## config.mk

```make
export PLATFORM = sky130hd
export DESIGN_NAME = igf_ctrl
export DESIGN_NICKNAME = d
export VERILOG_FILES = /design/src/rtl/igf_pkg.sv /design/src/rtl/igf_ctrl.sv /design/src/rtl/igf_phase.sv
export SDC_FILE = /design/constraint.sdc
export NUM_CORES = 1
export LEC_CHECK = 0
export ABC_AREA = 1
export BUFFER_PORTS_ARGS = -buffer_cell sky130_fd_sc_hd__buf_2
export CORE_MARGIN = 2
export CORE_UTILIZATION = 56
export DETAILED_ROUTE_END_ITERATION = 6
export GPL_ROUTABILITY_DRIVEN = 0
export PLACE_DENSITY = 0.75
export SLEW_MARGIN = 20
export SYNTH_ARGS = -nofsm -noshare
export SYNTH_HDL_FRONTEND = slang
export SYNTH_SLANG_ARGS = --single-unit
export TNS_END_PERCENT = 50
```

## constraint.sdc

```tcl
create_clock -name clk -period 5.7 [get_ports clk]
set_input_delay 0.285 -clock clk [delete_from_list [all_inputs] [get_ports clk]]
set_output_delay 0.285 -clock clk [all_outputs]
set_load 0.01 [all_outputs]
```

## src/rtl/igf_pkg.sv

```systemverilog
// Package for the inverter gate command controller
package igf_pkg;
    // ----------------------------------------
    // Clock and timing
    // ----------------------------------------
    localparam int CLK_HZ = 40_000_000;
    localparam int DEAD_NS = 1500;
    localparam int DEAD_CYC = (DEAD_NS * (CLK_HZ / 1_000_000) + 999) / 1000;
    localparam int MIN_PULSE_NS = 500;
    localparam int MIN_PULSE_CYC = (MIN_PULSE_NS * (CLK_HZ / 1_000_000) + 999) / 1000;
    localparam int MIN_PERIOD_NS = 50_000;
    localparam int MIN_PERIOD_CYC = (MIN_PERIOD_NS * (CLK_HZ / 1_000_000) + 999) / 1000;
    localparam int SHUT_NS = 6000;
    localparam int SHUT_CYC = (SHUT_NS * (CLK_HZ / 1_000_000) + 999) / 1000;
    localparam int HOLD_NS = 15_000;
    localparam int HOLD_CYC = (HOLD_NS * (CLK_HZ / 1_000_000)) / 1000;
    localparam int RESTART_S = 2;
    localparam longint RESTART_CYC_L = longint'(RESTART_S) * CLK_HZ;
    // ----------------------------------------
    // Register map
    // ----------------------------------------
    localparam logic [3:0] ADDR_CTRL = 4'h0;
    localparam logic [3:0] ADDR_DUTY_U = 4'h1;
    localparam logic [3:0] ADDR_DUTY_V = 4'h2;
    localparam logic [3:0] ADDR_DUTY_W = 4'h3;
    localparam logic [3:0] ADDR_PERIOD = 4'h4;
    localparam logic [3:0] ADDR_STATUS = 4'h5;
    localparam int CTRL_RUN_BIT = 0;
    localparam int CTRL_SHUT_BIT = 1;
    localparam int CTRL_CLR_BIT = 2;
    localparam logic [15:0] PERIOD_RST = 16'h0800;
    // ----------------------------------------
    // Types
    // ----------------------------------------
    typedef enum logic [1:0] {
        IGF_IDLE = 2'b00,
        IGF_RUN = 2'b01,
        IGF_WAIT = 2'b11
    } igf_state_e;
    typedef struct packed {
        logic [2:0] high;
        logic [2:0] low;
    } igf_gate_s;
    typedef struct packed {
        logic [3:0] addr;
        logic [15:0] wdata;
        logic wr;
        logic rd;
    } igf_bus_s;
endpackage
```

## src/rtl/igf_ctrl.sv

```systemverilog
// Controller driving a three-phase inverter gate driver
// Operation
// - Leave at least 1.5 us dead time between complementary transistors.
// - Keep PWM carrier at or below 20 kHz.
// - Every high or low command pulse lasts at least 0.5 us; fault going low or leaving IGF_RUN cuts pulses short.
// - Always actively drive the phase command lines.
// - Controller shutdown pulses on fault line last at least 6 us.
// - Remove all phase commands within 15 us of fault going low.
// - Wait at least 2 seconds after a fault before restarting.
// - Inverted fault line may feed high-side shutdown input.
`timescale 1ns/1ps
module igf_ctrl
    import igf_pkg::*;
#(
    parameter longint RESTART_CYC = RESTART_CYC_L,
    parameter int CW = 16
) (
    input wire logic clk,
    input wire logic nrst,
    input wire logic [3:0] busAddr,
    input wire logic [15:0] busWdata,
    input wire logic busWr,
    input wire logic busRd,
    output logic [15:0] busRdata,
    output logic [2:0] highSideCommand,
    output logic [2:0] lowSideCommand,
    output logic highSideShutdownInput,
    input wire logic faultLineIn,
    output logic faultLineOut,
    output logic faultLineOe,
    input wire logic currentLimitOutput
);
    typedef struct packed {
        igf_state_e st;
        logic shutOnFault;
        logic [CW-1:0] period;
        logic [CW-1:0] duty0;
        logic [CW-1:0] duty1;
        logic [CW-1:0] duty2;
        logic [CW-1:0] count;
        logic [35:0] timer;
        logic shutReq;
        logic [15:0] shutCnt;
        logic pullLow;
        logic [1:0] pullTail;
        logic faultSeen;
        logic [15:0] hold;
        logic [15:0] rdata;
        igf_gate_s gate;
        logic hsd;
        logic phaseOn;
    } igf_top_s;

    igf_top_s s_q, s_d;
    logic [1:0] rstSync;
    logic rstN;
    logic [1:0] faultSync;
    logic [1:0] limSync;
    logic faultLow;
    logic limHigh;
    logic runEn;
    logic faultExt;
    igf_bus_s bus;
    igf_gate_s pwm;

    initial begin
        if (CW != 16 || RESTART_CYC < 1 || RESTART_CYC > 64'h0000_000F_FFFF_FFFF) begin
            $error("Bad controller parameters");
        end
    end

    // ----------------------------------------
    // Reset and pin synchronisers
    // ----------------------------------------
    always_ff @(posedge clk or negedge nrst) begin
        if (!nrst) begin
            rstSync <= 2'b00;
        end else begin
            rstSync <= {rstSync[0], 1'b1};
        end
    end
    assign rstN = rstSync[1];

    // Pins are asynchronous to our clock
    always_ff @(posedge clk or negedge rstN) begin
        if (!rstN) begin
            faultSync <= 2'b11;
            limSync <= 2'b00;
        end else begin
            faultSync <= {faultSync[0], faultLineIn};
            limSync <= {limSync[0], currentLimitOutput};
        end
    end
    assign faultLow = !faultSync[1];
    assign limHigh = limSync[1];
    assign bus = '{addr: busAddr, wdata: busWdata, wr: busWr, rd: busRd};
    assign runEn = (s_q.st == IGF_RUN);
    // Own pull is not a device fault
    assign faultExt = faultLow && !s_q.pullLow && !(|s_q.pullTail);

    // ----------------------------------------
    // Phase generators
    // ----------------------------------------
    igf_phase #(.CW(CW)) uPhU (.clk(clk), .rstN(rstN), .enable(s_q.phaseOn), .count(s_q.count),
        .duty(s_q.duty0), .highCmd(pwm.high[0]), .lowCmd(pwm.low[0]));
    igf_phase #(.CW(CW)) uPhV (.clk(clk), .rstN(rstN), .enable(s_q.phaseOn), .count(s_q.count),
        .duty(s_q.duty1), .highCmd(pwm.high[1]), .lowCmd(pwm.low[1]));
    igf_phase #(.CW(CW)) uPhW (.clk(clk), .rstN(rstN), .enable(s_q.phaseOn), .count(s_q.count),
        .duty(s_q.duty2), .highCmd(pwm.high[2]), .lowCmd(pwm.low[2]));

    // ----------------------------------------
    // Control
    // ----------------------------------------
    always_comb begin
        s_d = s_q;
        s_d.rdata = 16'h0000;
        if (s_q.count + CW'(1) >= s_q.period) begin
            s_d.count = '0;
        end else begin
            s_d.count = s_q.count + CW'(1);
        end
        // Restart phases at the normal rise point of a period
        if (faultLow || s_q.st != IGF_RUN) begin
            s_d.phaseOn = 1'b0;
        end else if (s_q.count == CW'(1)) begin
            s_d.phaseOn = 1'b1;
        end
        if (bus.wr) begin
            if (bus.addr == ADDR_CTRL) begin
                if (bus.wdata[CTRL_RUN_BIT] && s_q.st == IGF_IDLE) begin
                    s_d.st = IGF_RUN;
                end else if (!bus.wdata[CTRL_RUN_BIT] && s_q.st == IGF_RUN) begin
                    s_d.st = IGF_IDLE;
                end
                s_d.shutOnFault = bus.wdata[CTRL_SHUT_BIT];
                if (bus.wdata[CTRL_CLR_BIT]) begin
                    s_d.faultSeen = 1'b0;
                end
                if (bus.wdata[CTRL_SHUT_BIT + 2]) begin
                    s_d.shutReq = 1'b1;
                end
            end else if (bus.addr == ADDR_DUTY_U) begin
                s_d.duty0 = bus.wdata[CW-1:0];
            end else if (bus.addr == ADDR_DUTY_V) begin
                s_d.duty1 = bus.wdata[CW-1:0];
            end else if (bus.addr == ADDR_DUTY_W) begin
                s_d.duty2 = bus.wdata[CW-1:0];
            end else if (bus.addr == ADDR_PERIOD) begin
                if (bus.wdata < 16'(MIN_PERIOD_CYC)) begin
                    s_d.period = CW'(MIN_PERIOD_CYC);
                end else begin
                    s_d.period = bus.wdata[CW-1:0];
                end
            end
        end
        if (bus.rd) begin
            if (bus.addr == ADDR_CTRL) begin
                s_d.rdata = {14'h0000, s_q.shutOnFault, runEn};
            end else if (bus.addr == ADDR_DUTY_U) begin
                s_d.rdata = s_q.duty0[15:0];
            end else if (bus.addr == ADDR_DUTY_V) begin
                s_d.rdata = s_q.duty1[15:0];
            end else if (bus.addr == ADDR_DUTY_W) begin
                s_d.rdata = s_q.duty2[15:0];
            end else if (bus.addr == ADDR_PERIOD) begin
                s_d.rdata = s_q.period[15:0];
            end else if (bus.addr == ADDR_STATUS) begin
                s_d.rdata = {10'h000, s_q.st, s_q.pullLow, limHigh, faultLow, s_q.faultSeen};
            end
        end
        if (s_q.shutReq && !s_q.pullLow) begin
            s_d.pullLow = 1'b1;
            s_d.shutReq = 1'b0;
            s_d.shutCnt = '0;
        end else if (s_q.pullLow) begin
            if (s_q.shutCnt >= 16'(SHUT_CYC - 1)) begin
                s_d.pullLow = 1'b0;
            end else begin
                s_d.shutCnt = s_q.shutCnt + 16'h0001;
            end
        end
        // Pin reads low two more cycles after own release
        s_d.pullTail = {s_q.pullTail[0], s_q.pullLow};
        if (faultExt) begin
            s_d.faultSeen = 1'b1;
            s_d.st = IGF_WAIT;
            s_d.timer = '0;
        end else if (s_q.st == IGF_WAIT) begin
            if (64'(s_q.timer) >= RESTART_CYC - 1) begin
                s_d.st = IGF_IDLE;
            end else begin
                s_d.timer = s_q.timer + 36'h1;
            end
        end
        // Phase pulses already at least minimum pulse width
        s_d.gate = pwm;
        if (faultLow || s_q.st != IGF_RUN) begin
            s_d.gate = '0;
        end
        // Inverted fault or limit to shutdown
        s_d.hsd = limHigh || (s_q.shutOnFault && faultLow);
    end

    always_ff @(posedge clk or negedge rstN) begin
        if (!rstN) begin
            s_q <= '0;
            s_q.period <= CW'(PERIOD_RST);
        end else begin
            s_q <= s_d;
        end
    end

    // ----------------------------------------
    // Outputs
    // ----------------------------------------
    // Always driven lines
    assign highSideCommand = s_q.gate.high;
    assign lowSideCommand = s_q.gate.low;
    assign highSideShutdownInput = s_q.hsd;
    assign faultLineOut = 1'b0;
    assign faultLineOe = s_q.pullLow;
    assign busRdata = s_q.rdata;
endmodule // igf_ctrl

```

## src/rtl/igf_phase.sv

```systemverilog
// One phase: PWM compare with dead time and minimum pulse width
`timescale 1ns/1ps
module igf_phase
    import igf_pkg::*;
#(
    parameter int CW = 16
) (
    input wire logic clk,
    input wire logic rstN,
    input wire logic enable,
    input wire logic [CW-1:0] count,
    input wire logic [CW-1:0] duty,
    output logic highCmd,
    output logic lowCmd
);
    typedef struct packed {
        logic want;
        logic high;
        logic low;
        logic [7:0] dead;
    } igf_ph_s;
    igf_ph_s s_q, s_d;

    initial begin
        if (DEAD_CYC > 255 || MIN_PULSE_CYC > DEAD_CYC) $error("Dead count too wide");
    end

    always_comb begin
        s_d = s_q;
        s_d.want = enable && (count < duty);
        if (!enable) begin
            s_d.high = 1'b0;
            s_d.low = 1'b0;
            // Full dead gap again after any forced stop
            s_d.dead = 8'h00;
        end else if ((s_q.high && !s_q.want) || (s_q.low && s_q.want)) begin
            if (s_q.dead < 8'(MIN_PULSE_CYC)) begin
                s_d.dead = s_q.dead + 8'h01;
            end else begin
                s_d.high = 1'b0;
                s_d.low = 1'b0;
                s_d.dead = 8'h00;
            end
        end else if (!s_q.high && !s_q.low) begin
            if (s_q.dead < 8'(DEAD_CYC)) begin
                s_d.dead = s_q.dead + 8'h01;
            end else begin
                s_d.high = s_q.want;
                s_d.low = !s_q.want;
                s_d.dead = 8'h00;
            end
        end else if (s_q.dead < 8'(MIN_PULSE_CYC)) begin
            s_d.dead = s_q.dead + 8'h01;
        end
    end

    always_ff @(posedge clk or negedge rstN) begin
        if (!rstN) begin
            s_q <= '0;
        end else begin
            s_q <= s_d;
        end
    end

    assign highCmd = s_q.high;
    assign lowCmd = s_q.low;
endmodule // igf_phase

```

Word-level counts from Yosys, hierarchy flattened. Cells that the tools add are included. W data, S select, Z words.

Add/sub/neg operators: 6. Magnitude comparators: 13. Equality and inequality tests: 23. Muxes and demuxes: 71. Bitwise operators: 4. Reductions and logical operators: 60.

Operators with widths (number): $mux W16 (17); $mux W36 (3); $mux W8 (12); $mux W67 (1); $mux W64 (1); $mux W10 (6); $lt A16 B16 Y1 (3); $add A36 B1 Y36 const B (1); $ge A36 B27 Y1 const B (1); $mux W17 (2); $add A16 B1 Y16 const B (2); $mux W32 (1); $mux W2 (14); $add A8 B1 Y8 const B (3); $lt A8 B5 Y1 const B (3); $lt A8 B6 Y1 const B (3); $logic_and A1 B1 Y1 (18); $reduce_and A3 Y1 (6); $reduce_bool A2 Y1 (9); $eq A16 B1 Y1 const B (1); $ge A16 B16 Y1 (1); $ge A16 B8 Y1 const B (1); $lt A16 B11 Y1 const B (1); $logic_not A1 Y1 (13); 23 further kinds (54).

Register bits: 203. Input port bits: 26. Output and inout bits: 25. Word-level logic and storage cells: 210.

Depth between registers and ports, before layout. Gate-level depths: netlist of the first run.

Depth after elaboration: 11. Mapped depth: 17. Gate-level depth less buffers: 16.

Modules after synthesis. Synthesis of the first run repeated with hierarchy kept, for this count alone.

Cells, all modules: 1530. Area, all modules: 11865.1 sq um.

Modules (own cells, without submodules): igf_ctrl (instances 1, cells an instance 1101, area each 8918.6 sq um, sequential area each 4257.8 sq um); igf_phase (uPhU ...) (instances 2, cells an instance 143, area each 972.2 sq um, sequential area each 275.3 sq um); igf_phase (uPhW) (instances 1, cells an instance 143, area each 1002.2 sq um, sequential area each 275.3 sq um).

Worst setup path after synthesis of the first run. Ideal clock, no wire load.

Path type: flip-flop to flip-flop. Start: register s_q[97] (netlist name). End: register s_q[100] (netlist name). Data arrival time: 2453 ps. Data required time: 5577 ps. Setup slack: 3125 ps. Cell stages (with the launch flop): 17. Cells stage by stage: dfrtp_1 ha_1 nand2_1 nor2_1 nand3_1 nor2_1 xor2_1 inv_1 ha_1 nand2_1 inv_1 nand3_1 nor3_1 nand3_1 nand3_1 buf_2 nor2_1.

RTL lines: start, declared (RTL line igf_ctrl.sv:54) `igf_top_s s_q, s_d;`.

==> results of run 1 <==
==> cells in the final DEF (no fill, tap or decap), types with 15 or more instances in the layout <==
cell type  count
nand4_1       20
nor3_1        15
a21oi_1       61
dfrtp_1      199
inv_1        198
nand2_1      292
nor2_1       180
o21ai_0       98
ha_1          68
nand3_1      118
o21ai_1       21
clkbuf_16     23
xor2_1        27
buf_2         49
==> how the worst max path moves through the flow <==
stage / start / end / slack (ns) / cells past startpoint
after global routing: s_q[97]$_DFF_PN0_ / s_q[105]$_DFF_PN0_ / 2.23 / 15
after detailed placement: s_q[97]$_DFF_PN0_ / s_q[106]$_DFF_PN0_ / 2.65 / 15
after global placement: s_q[97]$_DFF_PN0_ / s_q[112]$_DFF_PN0_ / 2.74 / 15
after CTS: s_q[97]$_DFF_PN0_ / s_q[106]$_DFF_PN0_ / 2.60 / 15
final: s_q[97]$_DFF_PN0_ / s_q[106]$_DFF_PN0_ / 2.57 / 15
after floorplan: rstSync[1]$_DFF_PN0_ / busRdata[0]$_DFF_PN0_ / 2.36 / 0
==> flip-flops by register name (all words and copies together), names as in the netlist <==
signal                 flops
s_q                      139
busRdata                  16
uPhU.s_q                   9
uPhV.s_q                   9
uPhW.s_q                   9
highSideCommand            3
lowSideCommand             3
faultSync                  2
limSync                    2
rstSync                    2
faultLineOe                1
highSideShutdownInput      1
s_d                        1
uPhU.highCmd               1
uPhU.lowCmd                1
uPhV.highCmd               1
uPhV.lowCmd                1
uPhW.highCmd               1
uPhW.lowCmd                1
==> per-layer routing <==
metal,routed length (um),GRT usage,up-vias
met5,13,0,-
met4,450,0.0578,2
met3,1490,0.0341,36
met2,11700,0.390,254
met1,12500,0.370,4504
li1,-,-,4690
==> per-stage QoR <==
stage | hold slack, ns | instance area (um2)
final | 0.0117 | 12400
after global routing | 0.0180 | 12400
after CTS | 0.0108 | 12400
after detailed placement | 0.0718 | 11600
after global placement | 0.0706 | 11600
after floorplan | -0.0106 | 11300
==> layout make-up <==
cell class                      count  share of cell area
Multi-Input combinational cell    979               0.413
Clock inverter                     13              0.0120
Sequential cell                   203               0.410
Timing Repair Buffer               54              0.0244
Tap cell                          270              0.0272
Clock buffer                       28              0.0503
Inverter                          210              0.0635
==> cells in the mapped netlist (4+ instances only) <==
master	count	area (um2)
dfrtp_1	200	5000
nor2_4	4	45.0
buf_6	4	45.0
xnor2_1	4	35.0
o21ai_1	21	105
a22oi_1	5	37.5
nand2_2	6	37.5
o21ai_0	98	490
ha_1	68	851
nor2_2	6	37.5
o22ai_1	8	50.1
nor4_1	5	31.3
o221ai_1	7	61.3
nor2_1	181	679
nand3_1	118	591
clkbuf_1	22	82.6
a211oi_1	4	30.0
buf_2	6	30.0
xor2_1	27	236
nor3_1	15	75.1
a21oi_1	61	305
nand4_1	20	125
inv_2	12	45.0
buf_4	23	173
a31oi_1	5	31.3
inv_1	198	743
nand2_1	293	1100
==> cells by family (layout without fill, tap and decap cells) <==
kind of cell    Yosys count  after routing  synth area share
fa+ha+maj                68             68            0.0751
compound gates          221            221             0.106
simple gates            657            657             0.246
flops                   203            203             0.449
xor+xnor                 31             31            0.0240
other cells               2              2          0.000663
buf+inv                 265            305            0.0988
==> worst register-to-register path: stages, from the launching register on <==
cell	delay, ns
dfrtp_1	0.48
ha_1	0.23
nand2_1	0.08
nor2_1	0.17
nand3_1	0.18
nor2_1	0.17
xor2_1	0.21
inv_1	0.07
ha_1	0.28
nand2_1	0.07
inv_1	0.04
nand3_1	0.10
inv_1	0.06
a21oi_1	0.15
nand3_1	0.47
nor2_1	0.26
==> power by group through the flow <==
stage                     combinational [mW]  sequential (mW)  clock, mW
after floorplan                        0.558             1.72          0
after global placement                 0.734             1.73          0
after detailed placement               0.766             1.74          0
after CTS                              0.775             1.72       1.53
after global routing                   0.899             1.74       1.59
final                                  0.782             1.72       1.51
==> repair_timing <==
item	4_1_cts	5_1_grt
hold endpoints to repair	4	0
setup buffers	0	0
hold buffers	3	0
==> flow_summary.json, run 1 <==
{
  "status": "finished, final reports clean",
  "rsz0062_at_grt": "false",
  "critPathTopFamily": "simple AND/OR/NAND/NOR gates",
  "antenna_found_initial": 1,
  "netlist_area_um2": 11300,
  "hold_start": "busWdata[13]",
  "ys_async_sr_fraction": 1.00,
  "cpMaxStageDelayCell": "dfrtp_1",
  "post_cts_resized": 0,
  "die_w_um": 146,
  "cts_made_buffers": 23,
  "antenna_left": 0,
  "first_iter_violations": 745,
  "p_sw_frac": 0.304,
  "drv_cap": 0,
  "p_int_mw": 2.79,
  "ff2ff_path_depth": 15,
  "vias_per_cell": 5.40,
  "area_growth_pct": 9.65,
  "insertion_delay_ns": 0.51,
  "path_max_fanout": 16,
  "grt_start_max_net_pins": 160,
  "fill_cells": 1792,
  "power_frac_comb": 0.195,
  "cts_tree": "yes",
  "cts_root_buf": "clkbuf_16",
  "whs_path_depth": 3,
  "dr.pass1.iters": 5,
  "timing.rr.end": "s_q[106]$_DFF_PN0_",
  "path_buf_inv": 3,
  "ys_types": 40,
  "critPathKind": "register to register",
  "cts.sink_count": 203,
  "io_buffers": 49,
  "final_nets": 1565,
  "avgRoutedWirePerCell_um": 14.9,
  "multi_input_area_um2": 5120,
  "seqPwrFrac": 0.429,
  "post-route-period-util": 0.549,
  "die_area_um2": 21400,
  "synth_edf_count": 0,
  "p_total_mw": 4.01,
  "clockPowerShare": 0.376,
  "p_switching_mw": 1.22,
  "htree_levels": 1,
  "grt_pass1_wl_mm": 43.9,
  "leakage_nw": 6.24,
  "finalNonFillerCells": 1757,
  "antenna_cells": 0,
  "setup_slack_ns": 2.57,
  "hp-class": "input port to register",
  "cp_cell_sequence": "ha_1 > nand2_1 > nor2_1 > nand3_1 > nor2_1 > xor2_1 > inv_1 > ha_1 > nand2_1 > inv_1 > nand3_1 > inv_1 > a21oi_1 > nand3_1 > nor2_1",
  "synthFlopType": "dfrtp_1",
  "path_clk_slew_ns": 0.06,
  "seqCellArea_um2": 5090,
  "drive_gt1_frac": 0.0847,
  "finalSetupViolCount": 0,
  "placed_cells": 1713,
  "dp_slack_ns": 2.65,
  "slowest_delay_ns": 0.48,
  "hold_end": "s_q[174]$_DFFE_PN0P_",
  "synthCells": 1447,
  "crit_path_start_kind": "register",
  "critPathRequiredTime_ns": 6.11,
  "syn-num-nets": 1541,
  "fin_skew_ns": 0.00858,
  "finalWirelength_mm": 26.2,
  "max-slew-margin-rel": 0.265,
  "tightest_slew_ns": 1.10,
  "avgSynthCellArea_um2": 7.82,
  "grt-ovfl-total": 0,
  "cts_buffer_depth": 3,
  "rows": 52,
  "fp.coreArea_um2": 20000,
  "ys_ff_latch": 203,
  "critical_path_arrival_ns": 3.54,
  "min_period_ns": 3.13,
  "reg2reg_slack_ns": 2.57,
  "finalHoldViolations": 0,
  "grt_pass1_vias": 8839,
  "start_util": 0.565,
  "drc": 0,
  "fin_util": 0.620,
  "num_vias": 9486,
  "ios": 51,
  "ys_seq_area_frac": 0.449,
  "drv_slew": 0,
  "hpwlAfterDp_mm": 18.4,
  "p_per_area_nw_per_um2": 323,
  "setup_total_negative_slack_ns": 0,
  "max-vdd-ir-drop_mv": 0.282,
  "die_y_um": 146,
  "cp-end-kind": "register",
  "yosys_warnings": 0,
  "r2r_start": "s_q[97]$_DFF_PN0_",
  "fmax_mhz": 320,
  "grt_use_total": 0.248
}
Note: power is estimated with default switching activity, not from simulation.
==> run 2, diff against run 1 <==
--- a/config.mk
+++ b/config.mk
@@ -5,13 +5,13 @@
 export SDC_FILE = /design/constraint.sdc
 export NUM_CORES = 1
 export LEC_CHECK = 0
-export ABC_AREA = 1
+export ABC_AREA = 0
 export BUFFER_PORTS_ARGS = -buffer_cell sky130_fd_sc_hd__buf_2
 export CORE_MARGIN = 2
 export CORE_UTILIZATION = 56
 export DETAILED_ROUTE_END_ITERATION = 6
 export GPL_ROUTABILITY_DRIVEN = 0
-export PLACE_DENSITY = 0.75
+export PLACE_DENSITY = 0.76
 export SLEW_MARGIN = 20
 export SYNTH_ARGS = -nofsm -noshare
 export SYNTH_HDL_FRONTEND = slang
==> constraint.sdc (replaced) <==
create_clock -name clk -period 2.5 [get_ports clk]
set_input_delay 0.125 -clock clk [delete_from_list [all_inputs] [get_ports clk]]
set_output_delay 0.125 -clock clk [all_outputs]
set_load 0.01 [all_outputs]
==> run 2 against run 1 <==
  * Combinational power grew 100%
  * Area after synthesis shrank 4.7%
  * The flow now finishes with violations (setup timing)
  * Critical path type unchanged
  * Critical path depth shrank 3
  * Global-route usage grew 0.72 points
  * Design area grew 3.1%
==> flow_summary.json, run 2 <==
{
  "path_clk_slew_ns": 0.06,
  "fp.coreArea_um2": 18800,
  "netlist_area_um2": 10800,
  "hold_start": "busAddr[2]",
  "ys_async_sr_fraction": 1.00,
  "grt_use_total": 0.256,
  "grt_pass1_wl_mm": 42.4,
  "grt-ovfl-total": 0,
  "synth_edf_count": 0,
  "avgSynthCellArea_um2": 9.95,
  "violations": "setup timing",
  "status": "finished with violations",
  "design_area_um2": 12800,
  "grt_pass1_vias": 8415,
  "cpMaxStageDelayCell": "dfrtp_1",
  "p_total_mw": 9.04,
  "finalWirelength_mm": 25.5,
  "yosys.cell_count.top_type": "dfrtp_1",
  "synth_fa_ha_area_frac": 0.0788,
  "critPathMostFrequentCell": "a21o_1",
  "ios": 51,
  "syn-num-nets": 1179,
  "antenna_found_initial": 0,
  "cts_buffer_depth": 3,
  "cts_root_buf": "clkbuf_16",
  "final_cell_mix": "dfrtp_1 (199), nand2_1 (101), nor2_1 (93), inv_1 (84), ha_1 (67)",
  "drc": 0,
  "placed_cells": 1397,
  "cts_tree": "yes",
  "rsz0062_at_grt": "true",
  "antenna_cells": 0,
  "fin_skew_ns": 0.0200,
  "setup_slack_ns": -0.428,
  "cts_made_buffers": 23,
  "post-route-period-util": 1.17,
  "leakage_nw": 5.98,
  "path_buf_inv": 2,
  "first_iter_violations": 624,
  "antenna_left": 0,
  "die_area_um2": 20400,
  "die_w_um": 143,
  "ys_types": 77,
  "critical_path_arrival_ns": 3.36,
  "path_max_fanout": 7,
  "yosysTopAreaCell": "dfrtp_1",
  "hp-class": "input port to register",
  "critPathKind": "register to register",
  "vias_per_cell": 5.78,
  "layout_commonest_cell": "dfrtp_1",
  "yosys-top-cells-count": "dfrtp_1 (200), nand2_1 (102), nor2_1 (100)",
  "crit_start": "s_q[99]$_DFF_PN0_",
  "synth-compound-area-share": 0.135,
  "synthFlopType": "dfrtp_1",
  "drv_cap": 0,
  "hold_slack_ns": 0.127,
  "synth_top_family_by_area": "simple AND/OR/NAND/NOR gates",
  "synthCells": 1085,
  "crit_path_start_kind": "register",
  "synth_area_leaders": "dfrtp_1 (46%), ha_1 (7.9%), mux2_2 (4.1%)",
  "htree_levels": 1,
  "r2r_start": "s_q[99]$_DFF_PN0_",
  "synth-simple-area-share": 0.179,
  "io_buffers": 49,
  "drive_gt1_frac": 0.201,
  "ys_ff_latch": 203,
  "synth_top_cell_area_share": 0.464,
  "max-vdd-ir-drop_mv": 0.590,
  "grt_start_max_net_pins": 51,
  "regMostFlops": "s_q",
  "synthXorXnorAreaFrac": 0.0341,
  "ys_seq_area_frac": 0.471,
  "num_vias": 8530,
  "synth_mux_area_frac": 0.0463,
  "cp-end-kind": "register",
  "rows": 50,
  "fmax_mhz": 342,
  "critPathRequiredTime_ns": 2.94,
  "start_util": 0.573,
  "cts.sink_count": 203,
  "min_period_ns": 2.93,
  "critPathTopFamily": "simple AND/OR/NAND/NOR gates",
  "slowest_delay_ns": 0.36,
  "cp_cell_sequence": "and4_4 > nand4_1 > buf_6 > nor2_1 > xor2_1 > ha_1 > a21o_1 > a21o_1 > a221oi_2 > buf_4 > nand2_2 > nor2_2",
  "finalHoldViolations": 0,
  "final_nets": 1294,
  "hpwlAfterDp_mm": 17.3,
  "die_y_um": 143,
  "finalNonFillerCells": 1476,
  "area_growth_pct": 18.6,
  "insertion_delay_ns": 0.52,
  "finalSetupViolCount": 16,
  "max-slew-margin-rel": 0.545,
  "yosys_warnings": 0,
  "drv_slew": 0,
  "p_per_area_nw_per_um2": 707,
  "avgRoutedWirePerCell_um": 17.2,
  "dr.pass1.iters": 5,
  "tightest_slew_ns": 0.683,
  "place_area_um2": 11500,
  "largest_reg_flops": 139
}
run 2: cell types whose count changed in the layout (fill, tap and decap cells not counted), moves of 19 or more:
cell           delta
buf_4            +64
dlygate4sd3_1    +19
xnor2_1          +26
nand2_1         -191
mux2_2           +39
nor2_1           -87
inv_1           -114
a21o_1           +20
o21ai_0          -39
nand3_1          -93
and2_1           +30
o21ai_1          -20
a21oi_1          -22
run 2: worst register-to-register path: cells and delay by family (launching register included):
| family | cells | cell delay, ns |
|---|---|---|
| xor gates and xnor gates | 1 | 0.27 |
| buffers and inverters | 2 | 0.41 |
| AOI/OAI and AO/OA | 3 | 0.72 |
| and+or+nand+nor | 5 | 0.78 |
| DFF | 1 | 0.36 |
| adders and majority gates | 1 | 0.31 |
run 2: repair_timing:
item	CTS	global route
setup buffers	10	5
hold endpoints to repair	73	0
gates cloned	1	1
pin swaps	20	9
hold buffers	22	0
endpoints found under the setup margin	16	16
resized for setup	22	11
run 2: kinds of logic after synthesis:
kind of cell    Yosys count
simple gates            381
compound gates          209
flops                   203
buf+inv                 135
fa+ha+maj                68
mux                      45
xor+xnor                 42
other cells               2
run 2: final timing paths:
kind | endpoint | slack (ns) | depth (start not counted)
max | s_q[110]$_DFF_PN0_ | -0.43 | 12
min | busRdata[2]$_DFF_PN0_ | 0.13 | 4
max reg2reg | s_q[110]$_DFF_PN0_ | -0.43 | 12
min reg2reg | limSync[1]$_DFF_PN0_ | 0.35 | 0
max in group asynchronous | faultSync[1]$_DFF_PN1_ | 1.33 | 1
min in group asynchronous | s_q[134]$_DFFE_PN0P_ | 0.38 | 0
run 2: final cells by class:
cell class	instances	area (um2)
Timing Repair Buffer	141	1030
Fill cell	1410	6040
Multi-Input combinational cell	747	5220
Sequential cell	203	5090
Clock inverter	6	134
Tap cell	260	325
Inverter	84	315
Clock buffer	35	681
run 2: power by group:
| part | switching (mW) | internal, mW |
|---|---|---|
| Combinational | 0.867 | 0.735 |
| Clock | 1.33 | 2.28 |
| Sequential | 0.231 | 3.60 |
run 2: metrics by stage:
stage	utilization	setup WS [ns]	TNS, ns
after detailed placement	0.612	-0.289	-4.50
final	0.679	-0.428	-6.06
after global routing	0.679	-0.542	-7.93
after global placement	0.612	-0.208	-3.27
after CTS	0.676	-0.145	-2.05
after floorplan	-	-0.542	-7.12
run 2: metal layers:
metal | share of wire | up-vias | routed length (um) | global-route usage
met3 | 0.048 | 64 | 1230 | 0.0332
li1 | - | 4044 | - | -
met2 | 0.48 | 273 | 12300 | 0.422
met4 | 0.031 | 0 | 792 | 0.0818
met5 | 0 | - | 0 | 0
met1 | 0.44 | 4149 | 11200 | 0.353
